### config.mk
export PLATFORM = sky130hd
export DESIGN_NAME = ppr_top
export DESIGN_NICKNAME = d
export VERILOG_FILES = /design/src/rtl/ppr_pkg.sv /design/src/rtl/ppr_sync.sv /design/src/rtl/ppr_sel_mem.sv /design/src/rtl/ppr_top.sv
export SDC_FILE = /design/constraint.sdc
export NUM_CORES = 1
export LEC_CHECK = 0
export BUFFER_PORTS_ARGS = -buffer_cell sky130_fd_sc_hd__buf_2
export CAP_MARGIN = 0
export CORE_MARGIN = 2
export CORE_UTILIZATION = 55
export DETAILED_ROUTE_END_ITERATION = 6
export PLACE_DENSITY = 0.79
export SYNTH_ARGS = -nofsm -noshare
export SYNTH_HDL_FRONTEND = slang
export SYNTH_SLANG_ARGS = --single-unit
### constraint.sdc
create_clock -name mclk -period 11.83 [get_ports mclk]
set_input_delay 0.5915 -clock mclk [delete_from_list [all_inputs] [get_ports mclk]]
set_output_delay 0.5915 -clock mclk [all_outputs]
set_load 0.02 [all_outputs]
### src/rtl/ppr_pkg.sv
// Constants, register map and input enumeration for the pin input routing block.
// Assumes a simple strobe register port with read data one cycle after the read strobe.
package ppr_pkg;
    localparam int ADDR_W = 6;
    localparam int SEL_W = 5;
    localparam int NUM_INPUTS = 18;
    localparam logic [SEL_W-1:0] NUM_PINS = 5'h19;
    localparam logic [SEL_W-1:0] PIN_TEN = 5'h0a;
    localparam int B7_BIT = 7;
    // Own offsets: selection fields at 0x00..0x11
    localparam logic [ADDR_W-1:0] OFS_SEL_BASE = 6'h00;
    localparam logic [ADDR_W-1:0] OFS_PORT_B_PIN_LEVELS_LVL = 6'h20;
    localparam logic [ADDR_W-1:0] OFS_PORT_B_PIN_LEVELS_LAT = 6'h21;
    localparam logic [ADDR_W-1:0] OFS_PORT_B_PIN_LEVELS_DIR = 6'h22;
    localparam logic [ADDR_W-1:0] OFS_ANALOG_HI = 6'h23;
    localparam logic [ADDR_W-1:0] OFS_PAD_CFG = 6'h24;
    localparam logic [ADDR_W-1:0] OFS_PULLUP = 6'h25;
    localparam int PAD_TTL_BIT = 0;
    localparam logic [7:0] PAD_CFG_MASK = 8'h07;
    localparam logic [7:0] ANALOG_HI_MASK = 8'h9f;
    localparam int ANALOG_B7_BIT = 4;
    localparam logic [7:0] LAT_RST = 8'h00;
    localparam logic [7:0] DIR_RST = 8'hff;
    localparam logic [7:0] ANALOG_RST = 8'h00;
    localparam logic [7:0] PAD_RST = 8'h00;
    localparam logic PULLUP_DIS_RST = 1'b1;
    typedef enum {
        IN_EXT_EXT_INTERRUPT_ONE, IN_EXT_INT2, IN_EXT_INT3, IN_T0_CLK, IN_T3_CLK, IN_T5_CLK,
        IN_CAP1, IN_CAP2, IN_CAP3, IN_T1_GATE, IN_T3_GATE, IN_T5_GATE,
        IN_SER2_RX, IN_SER2_CLK, IN_SPI2_DATA, IN_SPI2_CLK, IN_SPI2_SEL, IN_PWM_FAULT
    } ppr_input_e;
endpackage : ppr_pkg

### src/rtl/ppr_sync.sv
// Three-stage pin synchroniser with agreement filter.
// Assumes pin levels are asynchronous to mclk.
`timescale 1ns/1ps
module ppr_sync #(
    parameter int W = 8
) (
    input wire logic mclk,
    input wire logic rst,
    input wire logic [W-1:0] d,
    output logic [W-1:0] q
);
    typedef struct packed {
        logic [W-1:0] s1;
        logic [W-1:0] s2;
        logic [W-1:0] s3;
        logic [W-1:0] q;
    } ppr_sync_s;
    ppr_sync_s st_r;
    ppr_sync_s st_nxt;
    always_comb begin
        st_nxt = st_r;
        st_nxt.s1 = d;
        st_nxt.s2 = st_r.s1;
        st_nxt.s3 = st_r.s2;
        // A change counts only once stages two and three agree
        for (int k = 0; k < W; k++) begin
            if (st_r.s2[k] == st_r.s3[k]) begin
                st_nxt.q[k] = st_r.s3[k];
            end
        end
    end
    always_ff @(posedge mclk or posedge rst) begin
        if (rst) begin
            st_r <= '0;
        end else begin
            st_r <= st_nxt;
        end
    end
    assign q = st_r.q;
endmodule : ppr_sync

### src/rtl/ppr_sel_mem.sv
// Storage for the peripheral input selection fields, registered read.
// Assumes one write and one read port on mclk.
`timescale 1ns/1ps
module ppr_sel_mem #(
    parameter int N = 18,
    parameter int W = 5,
    parameter int AW = 5
) (
    input wire logic mclk,
    input wire logic rst,
    input wire logic we,
    input wire logic [AW-1:0] waddr,
    input wire logic [W-1:0] wdata,
    input wire logic [AW-1:0] raddr,
    output logic [W-1:0] rdata,
    output logic [N*W-1:0] fields
);
    typedef struct packed {
        logic [N-1:0][W-1:0] f;
        logic [W-1:0] rd;
    } ppr_mem_s;
    ppr_mem_s st_r;
    ppr_mem_s st_nxt;
    always_comb begin
        st_nxt = st_r;
        if (we && (32'(waddr) < N)) begin
            st_nxt.f[waddr] = wdata;
        end
        st_nxt.rd = (32'(raddr) < N) ? st_r.f[raddr] : '0;
    end
    always_ff @(posedge mclk or posedge rst) begin
        if (rst) begin
            st_r <= '0;
        end else begin
            st_r <= st_nxt;
        end
    end
    assign rdata = st_r.rd;
    assign fields = st_r.f;
endmodule : ppr_sel_mem

### src/rtl/ppr_top.sv
// Pin input routing: selection fabric, port-B bit seven pad, parallel port buffer select.
// Assumes pad buffers are modelled by per-pin Schmitt and TTL level inputs from the pad ring.
`timescale 1ns/1ps
module ppr_top #(
    parameter int NPIN = 25
) (
    input wire logic mclk,
    input wire logic rst,
    input wire logic [5:0] reg_addr,
    input wire logic [7:0] reg_wdata,
    input wire logic reg_wr,
    input wire logic reg_rd,
    output logic [7:0] reg_rdata,
    input wire logic [NPIN-1:0] remap_pin_st,
    input wire logic [7:0] port_b_pin_ttl,
    input wire logic [NPIN-1:0] remap_pin_out,
    input wire logic [7:0] pport_pin_st,
    input wire logic [7:0] pport_pin_ttl,
    input wire logic debug_active,
    input wire logic debug_data_oe,
    input wire logic debug_data_out,
    output logic debug_data_in,
    output logic port_b_bit_seven_o,
    output logic port_b_bit_seven_oe,
    output logic port_b_bit_seven_pullup,
    output logic port_b_bit_seven_analog,
    output logic pport_ttl_select,
    output logic [7:0] pport_in,
    output logic [ppr_pkg::NUM_INPUTS-1:0] periph_in
);
    typedef struct packed {
        logic [7:0] lat;
        logic [7:0] dir;
        logic [7:0] analog;
        logic [7:0] pad;
        logic pullup_disable_n;
        logic [7:0] rdata;
        logic [ppr_pkg::NUM_INPUTS-1:0] pin_route;
        logic [7:0] pport;
        logic dbg_in;
        logic rd_sel;
    } ppr_top_s;
    ppr_top_s st_r;
    ppr_top_s st_nxt;
    logic [NPIN-1:0] pin_st_s;
    logic [7:0] b_ttl_s;
    logic [7:0] pp_st_s;
    logic [7:0] pp_ttl_s;
    logic [4:0] mem_rdata;
    logic [ppr_pkg::NUM_INPUTS*ppr_pkg::SEL_W-1:0] fields;
    logic sel_wr;
    logic [4:0] sel_idx;
    logic [NPIN-1:0] pin_level;
    logic [7:0] port_b_lvl;

    function automatic logic in_sel_range(input logic [5:0] a);
        in_sel_range = (a >= ppr_pkg::OFS_SEL_BASE)
            && (32'(a - ppr_pkg::OFS_SEL_BASE) < ppr_pkg::NUM_INPUTS);
    endfunction : in_sel_range

    ppr_sync #(.W(NPIN)) u_sync_pin (
        .mclk(mclk),
        .rst(rst),
        .d(remap_pin_st),
        .q(pin_st_s)
    );
    ppr_sync #(.W(24)) u_sync_misc (
        .mclk(mclk),
        .rst(rst),
        .d({port_b_pin_ttl, pport_pin_st, pport_pin_ttl}),
        .q({b_ttl_s, pp_st_s, pp_ttl_s})
    );

    // Codes beyond the implemented pins are dropped, keeping the old selection
    assign sel_wr = reg_wr && in_sel_range(reg_addr)
        && (reg_wdata[4:0] < ppr_pkg::NUM_PINS) && (reg_wdata[7:5] == 3'h0);
    assign sel_idx = 5'(reg_addr - ppr_pkg::OFS_SEL_BASE);

    ppr_sel_mem #(.N(ppr_pkg::NUM_INPUTS), .W(ppr_pkg::SEL_W), .AW(5)) u_sel (
        .mclk(mclk),
        .rst(rst),
        .we(sel_wr),
        .waddr(sel_idx),
        .wdata(reg_wdata[4:0]),
        .raddr(sel_idx),
        .rdata(mem_rdata),
        .fields(fields)
    );

    // Analog pins read as zero until configured digital
    always_comb begin
        pin_level = pin_st_s;
        if (!st_r.analog[ppr_pkg::ANALOG_B7_BIT]) begin
            pin_level[ppr_pkg::PIN_TEN] = 1'b0;
        end
        // Remap pin ten reads only while its direction is input
        if (!st_r.dir[ppr_pkg::B7_BIT] || debug_active) begin
            pin_level[ppr_pkg::PIN_TEN] = 1'b0;
        end
    end

    always_comb begin
        port_b_lvl = b_ttl_s;
        port_b_lvl[ppr_pkg::B7_BIT] = st_r.analog[ppr_pkg::ANALOG_B7_BIT]
            && st_r.dir[ppr_pkg::B7_BIT] && b_ttl_s[ppr_pkg::B7_BIT];
    end

    always_comb begin
        st_nxt = st_r;
        st_nxt.rdata = 8'h00;
        if (reg_wr) begin
            case (reg_addr)
                ppr_pkg::OFS_PORT_B_PIN_LEVELS_LVL: st_nxt.lat = reg_wdata;
                ppr_pkg::OFS_PORT_B_PIN_LEVELS_LAT: st_nxt.lat = reg_wdata;
                ppr_pkg::OFS_PORT_B_PIN_LEVELS_DIR: st_nxt.dir = reg_wdata;
                ppr_pkg::OFS_ANALOG_HI: st_nxt.analog = reg_wdata & ppr_pkg::ANALOG_HI_MASK;
                ppr_pkg::OFS_PAD_CFG: st_nxt.pad = reg_wdata & ppr_pkg::PAD_CFG_MASK;
                ppr_pkg::OFS_PULLUP: st_nxt.pullup_disable_n = reg_wdata[0];
                default: st_nxt.lat = st_r.lat;
            endcase
        end
        if (reg_rd) begin
            case (reg_addr)
                ppr_pkg::OFS_PORT_B_PIN_LEVELS_LVL: st_nxt.rdata = port_b_lvl;
                ppr_pkg::OFS_PORT_B_PIN_LEVELS_LAT: st_nxt.rdata = st_r.lat;
                ppr_pkg::OFS_PORT_B_PIN_LEVELS_DIR: st_nxt.rdata = st_r.dir;
                ppr_pkg::OFS_ANALOG_HI: st_nxt.rdata = st_r.analog;
                ppr_pkg::OFS_PAD_CFG: st_nxt.rdata = st_r.pad;
                ppr_pkg::OFS_PULLUP: st_nxt.rdata = {7'h00, st_r.pullup_disable_n};
                default: st_nxt.rdata = 8'h00;
            endcase
        end
        // Each input picks its own pin; sharing a pin is allowed
        for (int k = 0; k < ppr_pkg::NUM_INPUTS; k++) begin
            st_nxt.pin_route[k] = pin_level[fields[k*ppr_pkg::SEL_W +: ppr_pkg::SEL_W]];
        end
        if (st_r.pad[ppr_pkg::PAD_TTL_BIT]) begin
            st_nxt.pport = pp_ttl_s;
        end else begin
            st_nxt.pport = pp_st_s;
        end
        st_nxt.dbg_in = pin_st_s[ppr_pkg::PIN_TEN];
        // Selection reads come from the field memory, which answers on the same edge
        st_nxt.rd_sel = reg_rd && in_sel_range(reg_addr);
    end

    always_ff @(posedge mclk or posedge rst) begin
        if (rst) begin
            st_r.lat <= ppr_pkg::LAT_RST;
            st_r.dir <= ppr_pkg::DIR_RST;
            st_r.analog <= ppr_pkg::ANALOG_RST;
            st_r.pad <= ppr_pkg::PAD_RST;
            st_r.pullup_disable_n <= ppr_pkg::PULLUP_DIS_RST;
            st_r.rdata <= 8'h00;
            st_r.pin_route <= '0;
            st_r.pport <= 8'h00;
            st_r.dbg_in <= 1'b0;
            st_r.rd_sel <= 1'b0;
        end else begin
            st_r <= st_nxt;
        end
    end

    // Pad drive: debug mode owns the pin, else direction sets the enable and latch OR remapped output drives it
    always_comb begin
        if (debug_active) begin
            port_b_bit_seven_oe = debug_data_oe;
            port_b_bit_seven_o = debug_data_out;
        end else begin
            port_b_bit_seven_oe = !st_r.dir[ppr_pkg::B7_BIT];
            // Latch drives the pin; remapped output rides on it when the peripheral uses pin ten
            port_b_bit_seven_o = st_r.lat[ppr_pkg::B7_BIT] | remap_pin_out[ppr_pkg::PIN_TEN];
        end
    end
    assign port_b_bit_seven_pullup = !st_r.pullup_disable_n && st_r.dir[ppr_pkg::B7_BIT]
        && !debug_active;
    assign port_b_bit_seven_analog = !st_r.analog[ppr_pkg::ANALOG_B7_BIT] && !debug_active;
    assign pport_ttl_select = st_r.pad[ppr_pkg::PAD_TTL_BIT];
    assign pport_in = st_r.pport;
    assign periph_in = st_r.pin_route;
    assign debug_data_in = st_r.dbg_in;
    assign reg_rdata = st_r.rd_sel ? {3'h0, mem_rdata} : st_r.rdata;
endmodule : ppr_top

==> results of run 1 <==
[flip-flops by register name, indices dropped and copies added, names as in the netlist]
signal	flops
periph_in	18
u_sync_misc.st_nxt	48
u_sel.rdata	5
pport_in	8
u_sync_pin.q	25
u_sync_misc.q	24
u_sync_pin.st_nxt	50
u_sel.fields	90
u_sync_misc.st_r	24
debug_data_in	1
st_r	34
pport_ttl_select	1
u_sync_pin.st_r	25
[cell usage after synthesis, drive strengths merged, types with 5 or more instances]
cell type / number / share of area (%)
o21ai: 9 / 0.27
buf: 61 / 2.0
dfstp: 9 / 1.4
clkbuf: 80 / 1.8
nor2: 24 / 0.54
mux4: 95 / 13
mux2: 147 / 9.9
nand2b: 22 / 0.83
a21oi: 41 / 1.2
and2: 6 / 0.23
nand4: 9 / 0.34
dfrtp: 344 / 52
nor2b: 23 / 0.86
o221ai: 18 / 0.95
or3: 5 / 0.22
o31ai: 15 / 0.68
maj3: 49 / 2.9
inv: 18 / 0.41
nand3: 12 / 0.39
a211oi: 19 / 0.86
nor3b: 5 / 0.36
mux2i: 70 / 4.2
o41ai: 13 / 0.68
o211ai: 32 / 1.4
nand2: 44 / 0.99
[critical path, delay by kind of cell]
family | cells | cell delay [ns]
buffers and inverters | 4 | 2.48
[layer usage]
layer / part of all wire [%] / global-route usage (%) / routed length, um / vias up
met1: 38 / 33.6 / 14700 / 5337
met3: 11 / 7.20 / 4170 / 178
li1: - / - / - / 4531
met4: 4.6 / 11.3 / 1820 / 8
met5: 0.11 / 0 / 42 / -
met2: 47 / 39.7 / 18400 / 639
[cells in the final DEF (no fill, tap or decap), types with 4 or more instances in the layout]
cell type / n
dfrtp_1: 344
mux2_2: 145
buf_2: 110
mux4_2: 95
mux2i_1: 70
maj3_1: 49
nand2_1: 44
a21oi_1: 41
clkbuf_16: 38
o211ai_1: 32
nor2_1: 24
nor2b_1: 23
nand2b_1: 22
a211oi_1: 19
o221ai_1: 18
inv_1: 17
o31ai_1: 15
o41ai_1: 13
nand3_1: 11
bufinv_16: 10
nand4_1: 9
o21ai_0: 9
dfstp_2: 9
clkbuf_1: 7
and2_1: 6
buf_4: 6
and3_1: 4
or3_1: 4
o211a_1: 4
o311a_1: 4
o21bai_1: 4
[path summary, 6_finish.rpt]
path | end | slack [ns] | depth (start not counted)
max | periph_in[11] | 9.19 | 4
min | u_sync_misc.st_nxt[49] | 0.16 | 1
max reg2reg | periph_in[14] | 9.64 | 4
min reg2reg | u_sync_pin.st_nxt[34] | 0.35 | 0
max in group mclk | u_sel.fields[23] | 9.33 | 5
min in group asynchronous | u_sync_misc.q[2] | 0.26 | 2
[report_power, final]
| group | leakage (nW) | switching [mW] | total [mW] | internal [mW] |
|---|---|---|---|---|
| Sequential | 4.37 | 0.110 | 1.39 | 1.28 |
| Clock | 0.680 | 0.479 | 1.31 | 0.835 |
| Combinational | 2.58 | 0.117 | 0.241 | 0.124 |
| Total | 7.63 | 0.705 | 2.95 | 2.24 |
[metrics by stage]
stage | worst slack [ns] | hold WS, ns | std cells
6_report | 9.19 | 0.165 | 1644
5_1_grt | 8.65 | 0.139 | 1643
4_1_cts | 9.01 | 0.145 | 1641
3_5_place_dp | 8.46 | 0.335 | 1571
3_3_place_gp | 8.52 | 0.331 | 1571
2_1_floorplan | 1.46 | 0.331 | 1206
[final cells by class]
| type | count | area, sq um | area share (%) |
|---|---|---|---|
| antenna | 3 | 7.51 | 0.0405 |
| clock buffer | 48 | 1020 | 5.49 |
| clock inverter | 22 | 398 | 2.14 |
| inverter | 19 | 78.8 | 0.425 |
| multi-input combinational | 693 | 7120 | 38.4 |
| sequential | 353 | 8840 | 47.7 |
| tap | 390 | 488 | 2.63 |
| timing repair buffer | 116 | 596 | 3.21 |
[kinds of logic after synthesis]
logic type,Yosys count
fa+ha+maj,49
flops,353
compound gates,165
simple gates,167
mux,312
buf+inv,160
==> impl_metrics.env, run 1 <==
export IMPL_status="completed"
export IMPL_routedWlPerCell_um=23.8
export IMPL_syn_to_final_growth_pct=11.2
export IMPL_setup_viol=0
export IMPL_cpPeakStageDelay_ns=0.88
export IMPL_synth_compound_area_share_pct=7.07
export IMPL_cp_end_kind="asynchronous set/reset pin"
export IMPL_first_iter_violations=1183
export IMPL_postPlaceCellArea_sq_mm=0.0171
export IMPL_crit_start="rst"
export IMPL_synth_ff_type="dfrtp_1"
export IMPL_synth_top_family_by_area="multiplexers"
export IMPL_crit_top_cell="buf_4"
export IMPL_grt_overflow=0
export IMPL_yosysUniqueCellTypes=49
export IMPL_cellPowerDensity_mw_per_mm2=159
export IMPL_fin_setup_tns_ns=0
export IMPL_r2r_start="u_sync_pin.q[24]"
export IMPL_vias=10700
export IMPL_layout_nets=1316
export IMPL_numCtsBuffers=38
export IMPL_fp_coreArea_sq_mm=0.0297
export IMPL_yosysWarnings=0
export IMPL_drv_cap=0
export IMPL_yosysSeqAreaShare_pct=53.0
export IMPL_initial_core_util_pct=56.1
export IMPL_syn_nets=1301
export IMPL_die_x_um=178
export IMPL_synthXorXnorAreaFrac_pct=0
export IMPL_hold_viol_final=0
export IMPL_synth_adder_area_share_pct=2.94
export IMPL_avgSynthCellArea_sq_um=13.8
export IMPL_grt_pass1_wl_mm=61.3
export IMPL_cts_root_buf="clkbuf_16"
export IMPL_yosys_area_share_simple_pct=5.75
export IMPL_grt_pass1_vias=10800
export IMPL_nFillCells=2184
export IMPL_final_layout_size_suffix_gt1_share_pct=35.0
export IMPL_synth_edff_count=0
export IMPL_drtPass1Iterations=5
export IMPL_worst_ep_arrival_time_ns=3.16
export IMPL_htree_levels=2
export IMPL_max_freq_mhz=379
export IMPL_io_buffers=110
export IMPL_clockBufferDepth=3
export IMPL_fin_worst_skew_ns=0.0207
export IMPL_io_pin_count=135
export IMPL_vias_per_cell=6.50
export IMPL_cpMaxStageDelayCell="buf_4"
export IMPL_synthCells=1206
export IMPL_hpwl_mm=23.2
export IMPL_hold_buffers=0
export IMPL_vdd_drop_max_mv=0.149
export IMPL_cts_tree="yes"
export IMPL_critPathLaunchType="primary input"
export IMPL_min_from="pport_pin_ttl[1]"
export IMPL_hp_class="in -> reg"
export IMPL_syn_area_sq_mm=0.0167
export IMPL_critPathMaxFanout=138
export IMPL_slew_headroom_pct=27.3
export IMPL_async_flop_share_pct=100
export IMPL_drv_slew=0
export IMPL_drc=0
export IMPL_critPathRequiredTime_ns=12.35
export IMPL_fin_crit_ns=2.64
export IMPL_yosys_mux_area_fraction_pct=27.0
export IMPL_gr_usage_all_layers_pct=25.5
export IMPL_worst_pin_slew_ns=1.09
export IMPL_cts_sinks=353
export IMPL_ys_seq_elements=353
export IMPL_fp_dieH_um=178
export IMPL_placementRows=63
export IMPL_post_cts_setup_buffers=0
export IMPL_total_power_mw=2.95
export IMPL_cp_cell_sequence="buf_2 -> inv_8 -> buf_4 -> buf_4"
export IMPL_rsz0062_at_grt="false"
export IMPL_final_util_pct=62.4
export IMPL_grt_antenna_before_repair=7
export IMPL_grt_max_degree=139
export IMPL_dieArea_sq_mm=0.0317
export IMPL_ant_nets=0
export IMPL_cts_resized_gates=0
export IMPL_leakage_nw=7.63
export IMPL_routed_wl_mm=39.2
export IMPL_fin_crit_sh_pct=22.3
export IMPL_path_clk_slew_ns=0.06
export IMPL_crit_type="in -> async"
export IMPL_stdcell_area_sq_mm=0.0186
export IMPL_routabilityCongestion=0.869
export IMPL_clk_latency_ns=0.53
Note: power is estimated with default switching activity, not from simulation.
==> run 2: changes to the inputs <==
==> constraint.sdc (replaced) <==
create_clock -name mclk -period 2.7 [get_ports mclk]
set_input_delay 0.135 -clock mclk [delete_from_list [all_inputs] [get_ports mclk]]
set_output_delay 0.135 -clock mclk [all_outputs]
set_load 0.02 [all_outputs]
==> run 2 against run 1 <==
Against the previous run:
- utilization rose by 3.0 points
- clock power grew to 4.1 times the previous value
- global-route usage is 1.4 points higher
- critical endpoint is now u_sel.fields[41]
- wire length increased by 5.1%
- final area increased by 4.8%
- register-to-register slack got worse by 9.1 ns
==> impl_metrics.env, run 2 (synthesis results as in run 1) <==
export IMPL_critPathLaunchType="primary input"
export IMPL_placementRows=63
export IMPL_hold_depth=3
export IMPL_drv_cap=0
export IMPL_gr_usage_all_layers_pct=26.9
export IMPL_largest_reg_flops=90
export IMPL_first_iter_violations=938
export IMPL_final_cell_mix="dfrtp_1, mux2_2, buf_2"
export IMPL_vdd_drop_max_mv=0.559
export IMPL_leakage_nw=8.07
export IMPL_fin_crit_ns=2.24
export IMPL_fin_crit_sh_pct=82.8
export IMPL_io_pin_count=135
export IMPL_die_x_um=178
export IMPL_final_layout_size_suffix_gt1_share_pct=35.8
export IMPL_drc=0
export IMPL_cts_sinks=353
export IMPL_htree_levels=2
export IMPL_grt_overflow=0
export IMPL_worst_ep_arrival_time_ns=2.66
export IMPL_grt_pass1_wl_mm=64.5
export IMPL_max_freq_mhz=447
export IMPL_mostFrequentLayoutCell="dfrtp_1"
export IMPL_io_buffers=110
export IMPL_cellPowerDensity_mw_per_mm2=652
export IMPL_dp_cells=1620
export IMPL_cts_resized_gates=0
export IMPL_fp_dieH_um=178
export IMPL_clockBufferDepth=3
export IMPL_post_cts_setup_buffers=0
export IMPL_total_power_mw=12.7
export IMPL_r2r_cells=4
export IMPL_dieArea_sq_mm=0.0317
export IMPL_hold_buffers=56
export IMPL_grt_pass1_vias=11400
export IMPL_worst_pin_slew_ns=1.02
export IMPL_drv_slew=0
export IMPL_path_clk_slew_ns=0.06
export IMPL_cts_root_buf="clkbuf_16"
export IMPL_critPathMaxFanout=5
export IMPL_cts_tree="yes"
export IMPL_hp_class="in -> reg"
export IMPL_status="completed"
export IMPL_ant_nets=0
export IMPL_fin_worst_skew_ns=0.0171
export IMPL_routabilityCongestion=0.899
export IMPL_routed_wl_mm=41.2
export IMPL_critPathRequiredTime_ns=3.13
export IMPL_rsz0062_at_grt="false"
export IMPL_layout_nets=1422
export IMPL_slew_headroom_pct=31.9
export IMPL_grt_max_degree=59
export IMPL_hpwl_mm=25.3
export IMPL_grt_antenna_before_repair=4
export IMPL_numCtsBuffers=39
export IMPL_hold_viol_final=0
export IMPL_cp_end_kind="flip-flop"
export IMPL_vias_per_cell=6.34
export IMPL_fp_coreArea_sq_mm=0.0297
export IMPL_initial_core_util_pct=56.1
export IMPL_drtPass1Iterations=7
export IMPL_syn_to_final_growth_pct=16.6
export IMPL_vias=11100
export IMPL_fin_ws_ns=0.463
export IMPL_clk_latency_ns=0.54
export IMPL_routedWlPerCell_um=23.6
export IMPL_finalNonFillerCells=1748
export IMPL_crit_type="in -> reg"
export IMPL_dpl_worst_slack_ns=0.495
export IMPL_setup_viol=0
## run 2: cell count changes in the layout (fill, tap and decap cells not counted), sizes merged, moves of 2 or more
cell / delta
dlygate4sd3: +56
diode: -2
clkbuf: +5
bufinv: -6
clkinvlp: +2
buf: +49
## run 2: worst paths after layout
| path | from | endpoint | slack [ns] |
|---|---|---|---|
| worst min register to register | u_sync_pin.st_nxt[57] | u_sync_pin.st_nxt[32] | 0.34 |
| worst min-delay path | reg_addr[3] | st_r[0] | 0.05 |
| worst max register to register | u_sync_pin.q[0] | periph_in[0] | 0.53 |
| min in group asynchronous | rst | pport_in[6] | 0.31 |
| max in group asynchronous | rst | u_sync_pin.st_nxt[55] | 1.52 |
| worst max-delay path | reg_wdata[5] | u_sel.fields[41] | 0.46 |
## run 2: per-stage QoR
step           area [sq um]  setup TNS [ns]  hold slack (ns)  util [%]
2_1_floorplan         16700         -749.50            0.166         -
3_3_place_gp          17600               0            0.242      59.1
3_5_place_dp          17600               0            0.244      59.1
4_1_cts               19400               0           0.0259      65.4
5_1_grt               19400               0           0.0754      65.4
6_report              19400               0           0.0540      65.4
## run 2: area by class of cell
class / instances / area, sq um
multi-input cells: 693 / 7120
fillers: 2078 / 10300
inverters: 19 / 75.1
flip-flops and latches: 353 / 8840
diodes: 1 / 2.50
well taps: 390 / 488
repair buffers: 221 / 1590
clock buffers: 53 / 1080
clock inverters: 18 / 248
## run 2: report_power, final
group | internal, mW | switching [mW]
combinational | 0.655 | 0.599
sequential | 5.61 | 0.436
clock | 3.22 | 2.15
## run 2: critical path: stages
cell and delay (ns):
dlygate4sd3_1 0.54, buf_2 0.14, or4b_1 0.66, or3_4 0.48, nor4_4 0.33, mux2_2 0.39
## run 2: layer usage
metal | GRT usage (%) | share of wire (%)
met5 | 0 | 0.063
met1 | 35.0 | 38
met4 | 12.8 | 5.0
met3 | 7.63 | 10
met2 | 42.0 | 46
==> run 3: changes to the inputs <==
--- a/config.mk
+++ b/config.mk
@@ -5,6 +5,7 @@
 export SDC_FILE = /design/constraint.sdc
 export NUM_CORES = 1
 export LEC_CHECK = 0
+export ABC_AREA = 1
 export BUFFER_PORTS_ARGS = -buffer_cell sky130_fd_sc_hd__buf_2
 export CAP_MARGIN = 0
 export CORE_MARGIN = 2
==> constraint.sdc (replaced) <==
create_clock -name mclk -period 2.2 [get_ports mclk]
set_input_delay 0.11 -clock mclk [delete_from_list [all_inputs] [get_ports mclk]]
set_output_delay 0.11 -clock mclk [all_outputs]
set_load 0.02 [all_outputs]
==> run 3 against run 2 <==
Against the previous run:
- the flow now finishes with violations (design-rule violations)
- worst setup slack lost 0.19 ns
- critical path depth is the same
- register-to-register slack lost 0.26 ns
- sequential power grew 19%
- total power grew 24%
- sequential share of layout area shrank 2.3 points
- hold slack lost 0.0082 ns
- die area grew 6.3%
- final cell count grew 65%
- via count grew 53%
- clock power grew 21%
==> impl_metrics.env, run 3 <==
export IMPL_grt_max_degree=98
export IMPL_clockBufferDepth=3
export IMPL_grt_pass1_vias=16400
export IMPL_grt_antenna_before_repair=4
export IMPL_critPathRequiredTime_ns=2.64
export IMPL_cp_end_kind="flip-flop"
export IMPL_synth_most_common_cell="nand2_1"
export IMPL_synthCells=2334
export IMPL_cpPeakStageDelay_ns=1.13
export IMPL_largest_reg_flops=90
export IMPL_leakage_nw=10.1
export IMPL_avgSynthCellArea_sq_um=7.61
export IMPL_hold_viol_final=0
export IMPL_ant_nets=0
export IMPL_fp_dieH_um=184
export IMPL_syn_to_final_growth_pct=15.3
export IMPL_drv_slew=0
export IMPL_syn_nets=2429
export IMPL_yosysUniqueCellTypes=32
export IMPL_total_power_mw=15.7
export IMPL_fin_crit_ns=1.93
export IMPL_yosysTopAreaCell="dfrtp_1"
export IMPL_yosysWarnings=0
export IMPL_drv_cap=0
export IMPL_synth_ff_type="dfrtp_1"
export IMPL_crit_type="reg -> reg"
export IMPL_synth_top_area_share_pct=48.5
export IMPL_path_clk_slew_ns=0.06
export IMPL_dr_wl_met3_mm=6.71
export IMPL_drc=2
export IMPL_vdd_drop_max_mv=0.709
export IMPL_worst_pin_slew_ns=1.21
export IMPL_m1WireLength_mm=20.4
export IMPL_synth_edff_count=0
export IMPL_grt_pass1_wl_mm=87.2
export IMPL_failed_checks="design-rule violations"
export IMPL_cellPowerDensity_mw_per_mm2=768
export IMPL_post_cts_setup_buffers=0
export IMPL_routabilityCongestion=0.984
export IMPL_vias=16900
export IMPL_clk_latency_ns=0.55
export IMPL_final_cell_mix="nand2_1, nand3_1, dfrtp_1"
export IMPL_cts_root_buf="clkbuf_16"
export IMPL_worst_ep_arrival_time_ns=2.37
export IMPL_slew_headroom_pct=19.6
export IMPL_yosys_top_cells_area="dfrtp_1, nand2_1, nand3_1"
export IMPL_cts_tree="yes"
export IMPL_hp_class="in -> reg"
export IMPL_fin_crit_sh_pct=87.8
export IMPL_vias_per_cell=5.87
export IMPL_rsz0062_at_grt="false"
export IMPL_yosysSeqAreaShare_pct=49.8
export IMPL_initial_core_util_pct=56.1
export IMPL_grt_overflow=0
export IMPL_htree_levels=2
export IMPL_highest_layer="met4"
export IMPL_layout_nets=2545
export IMPL_fp_coreArea_sq_mm=0.0316
export IMPL_cts_sinks=353
export IMPL_gr_usage_all_layers_pct=33.1
export IMPL_holdWs_ns=0.0458
export IMPL_cts_resized_gates=0
export IMPL_io_buffers=110
export IMPL_critPathMaxFanout=19
export IMPL_io_pin_count=135
export IMPL_fin_worst_skew_ns=0.0252
export IMPL_mostFrequentLayoutCell="nand2_1"
export IMPL_max_freq_mhz=518
export IMPL_ys_seq_elements=353
export IMPL_status="finished, violations left"
export IMPL_routed_wl_mm=54.4
export IMPL_critPathLaunchType="flip-flop"
export IMPL_cp_cell_sequence="nand2_1 -> a21oi_1 -> nor2_1 -> nand3_1 -> nand3b_1 -> nand2_1"
export IMPL_die_x_um=184
export IMPL_synth_common_cells="nand2_1, nand3_1, dfrtp_1"
export IMPL_final_layout_size_suffix_gt1_share_pct=11.9
export IMPL_numCtsBuffers=38
export IMPL_hold_buffers=57
export IMPL_cpMaxStageDelayCell="dfrtp_1"
export IMPL_hpwl_mm=33.2
export IMPL_async_flop_share_pct=100
export IMPL_syn_area_sq_mm=0.0178
export IMPL_placementRows=65
export IMPL_crit_top_cell="nand2_1"
export IMPL_dieArea_sq_mm=0.0337
export IMPL_first_iter_violations=2245
export IMPL_routedWlPerCell_um=18.9
export IMPL_drtPass1Iterations=7
export IMPL_setup_viol=0
export IMPL_met2_wirelength_mm=23.8
run 3: changes by cell type after synthesis, sizes merged, moves of 21 or more:
cell,delta
nor2,+74
o211ai,-31
nand3,+431
mux4,-95
clkinv,+21
clkbuf,+21
mux2,-134
inv,+113
nand2,+908
mux2i,-70
nand2b,-22
nor2b,-23
run 3: cells by family after synthesis:
kind of cell             Yosys count  share of synthesized area [%]
flip-flops                       353                           49.8
AND/OR/NAND/NOR                 1517                           36.1
buffers and inverters            310                           7.61
multiplexers                      13                          0.825
adder cells (fa/ha/maj)           49                           2.76
AO/OA/AOI/OAI                     92                           2.90
run 3: power by group:
| group | switching [mW] | internal, mW |
|---|---|---|
| sequential | 0.315 | 6.90 |
| clock | 2.76 | 3.75 |
| combinational | 1.34 | 0.677 |
| total | 4.41 | 11.3 |
run 3: final timing paths:
| check | startpoint | end | slack [ns] | depth (start not counted) |
|---|---|---|---|---|
| worst max register to register | u_sync_pin.q[8] | periph_in[12] | 0.27 | 6 |
| min in group asynchronous | rst | u_sync_pin.q[6] | 0.16 | 3 |
| max in group asynchronous | rst | u_sel.fields[81] | 1.14 | 4 |
| worst min-delay path | reg_addr[4] | st_r[0] | 0.05 | 4 |
| worst max-delay path | u_sync_pin.q[8] | periph_in[12] | 0.27 | 6 |
| worst min register to register | u_sync_misc.st_nxt[67] | u_sync_misc.st_nxt[43] | 0.34 | 0 |
run 3: layer usage:
layer / vias to the layer above / track usage (%)
met1: 7893 / 43.8
met3: 295 / 7.75
met4: 0 / 18.4
met5: - / 0
li1: 7664 / -
met2: 1056 / 50.5
run 3: per-stage QoR:
step	util (%)	cells	setup TNS [ns]	instance area [sq um]	setup WS, ns
after floorplan	-	2334	-917.18	17800	-2.63
after global placement	58.8	2755	0	18600	0.479
after detailed placement	58.8	2755	0	18600	0.410
after CTS	64.7	2878	0	20500	0.425
after global routing	64.7	2882	0	20500	0.268
final	64.7	2882	0	20500	0.269
run 3: layout make-up:
type	count	area, sq um
Sequential cell	353	8840
Antenna cell	4	10.0
Clock buffer	50	1080
Tap cell	402	503
Timing Repair Buffer	233	1690
Inverter	153	578
Multi-Input combinational cell	1671	7560
Clock inverter	16	215
Fill cell	2540	11200
run 3: critical path, delay by kind of cell (launching register included):
kind	cells	cell delay, ns
flops	1	1.13
simple gates	5	0.51
compound gates	1	0.18
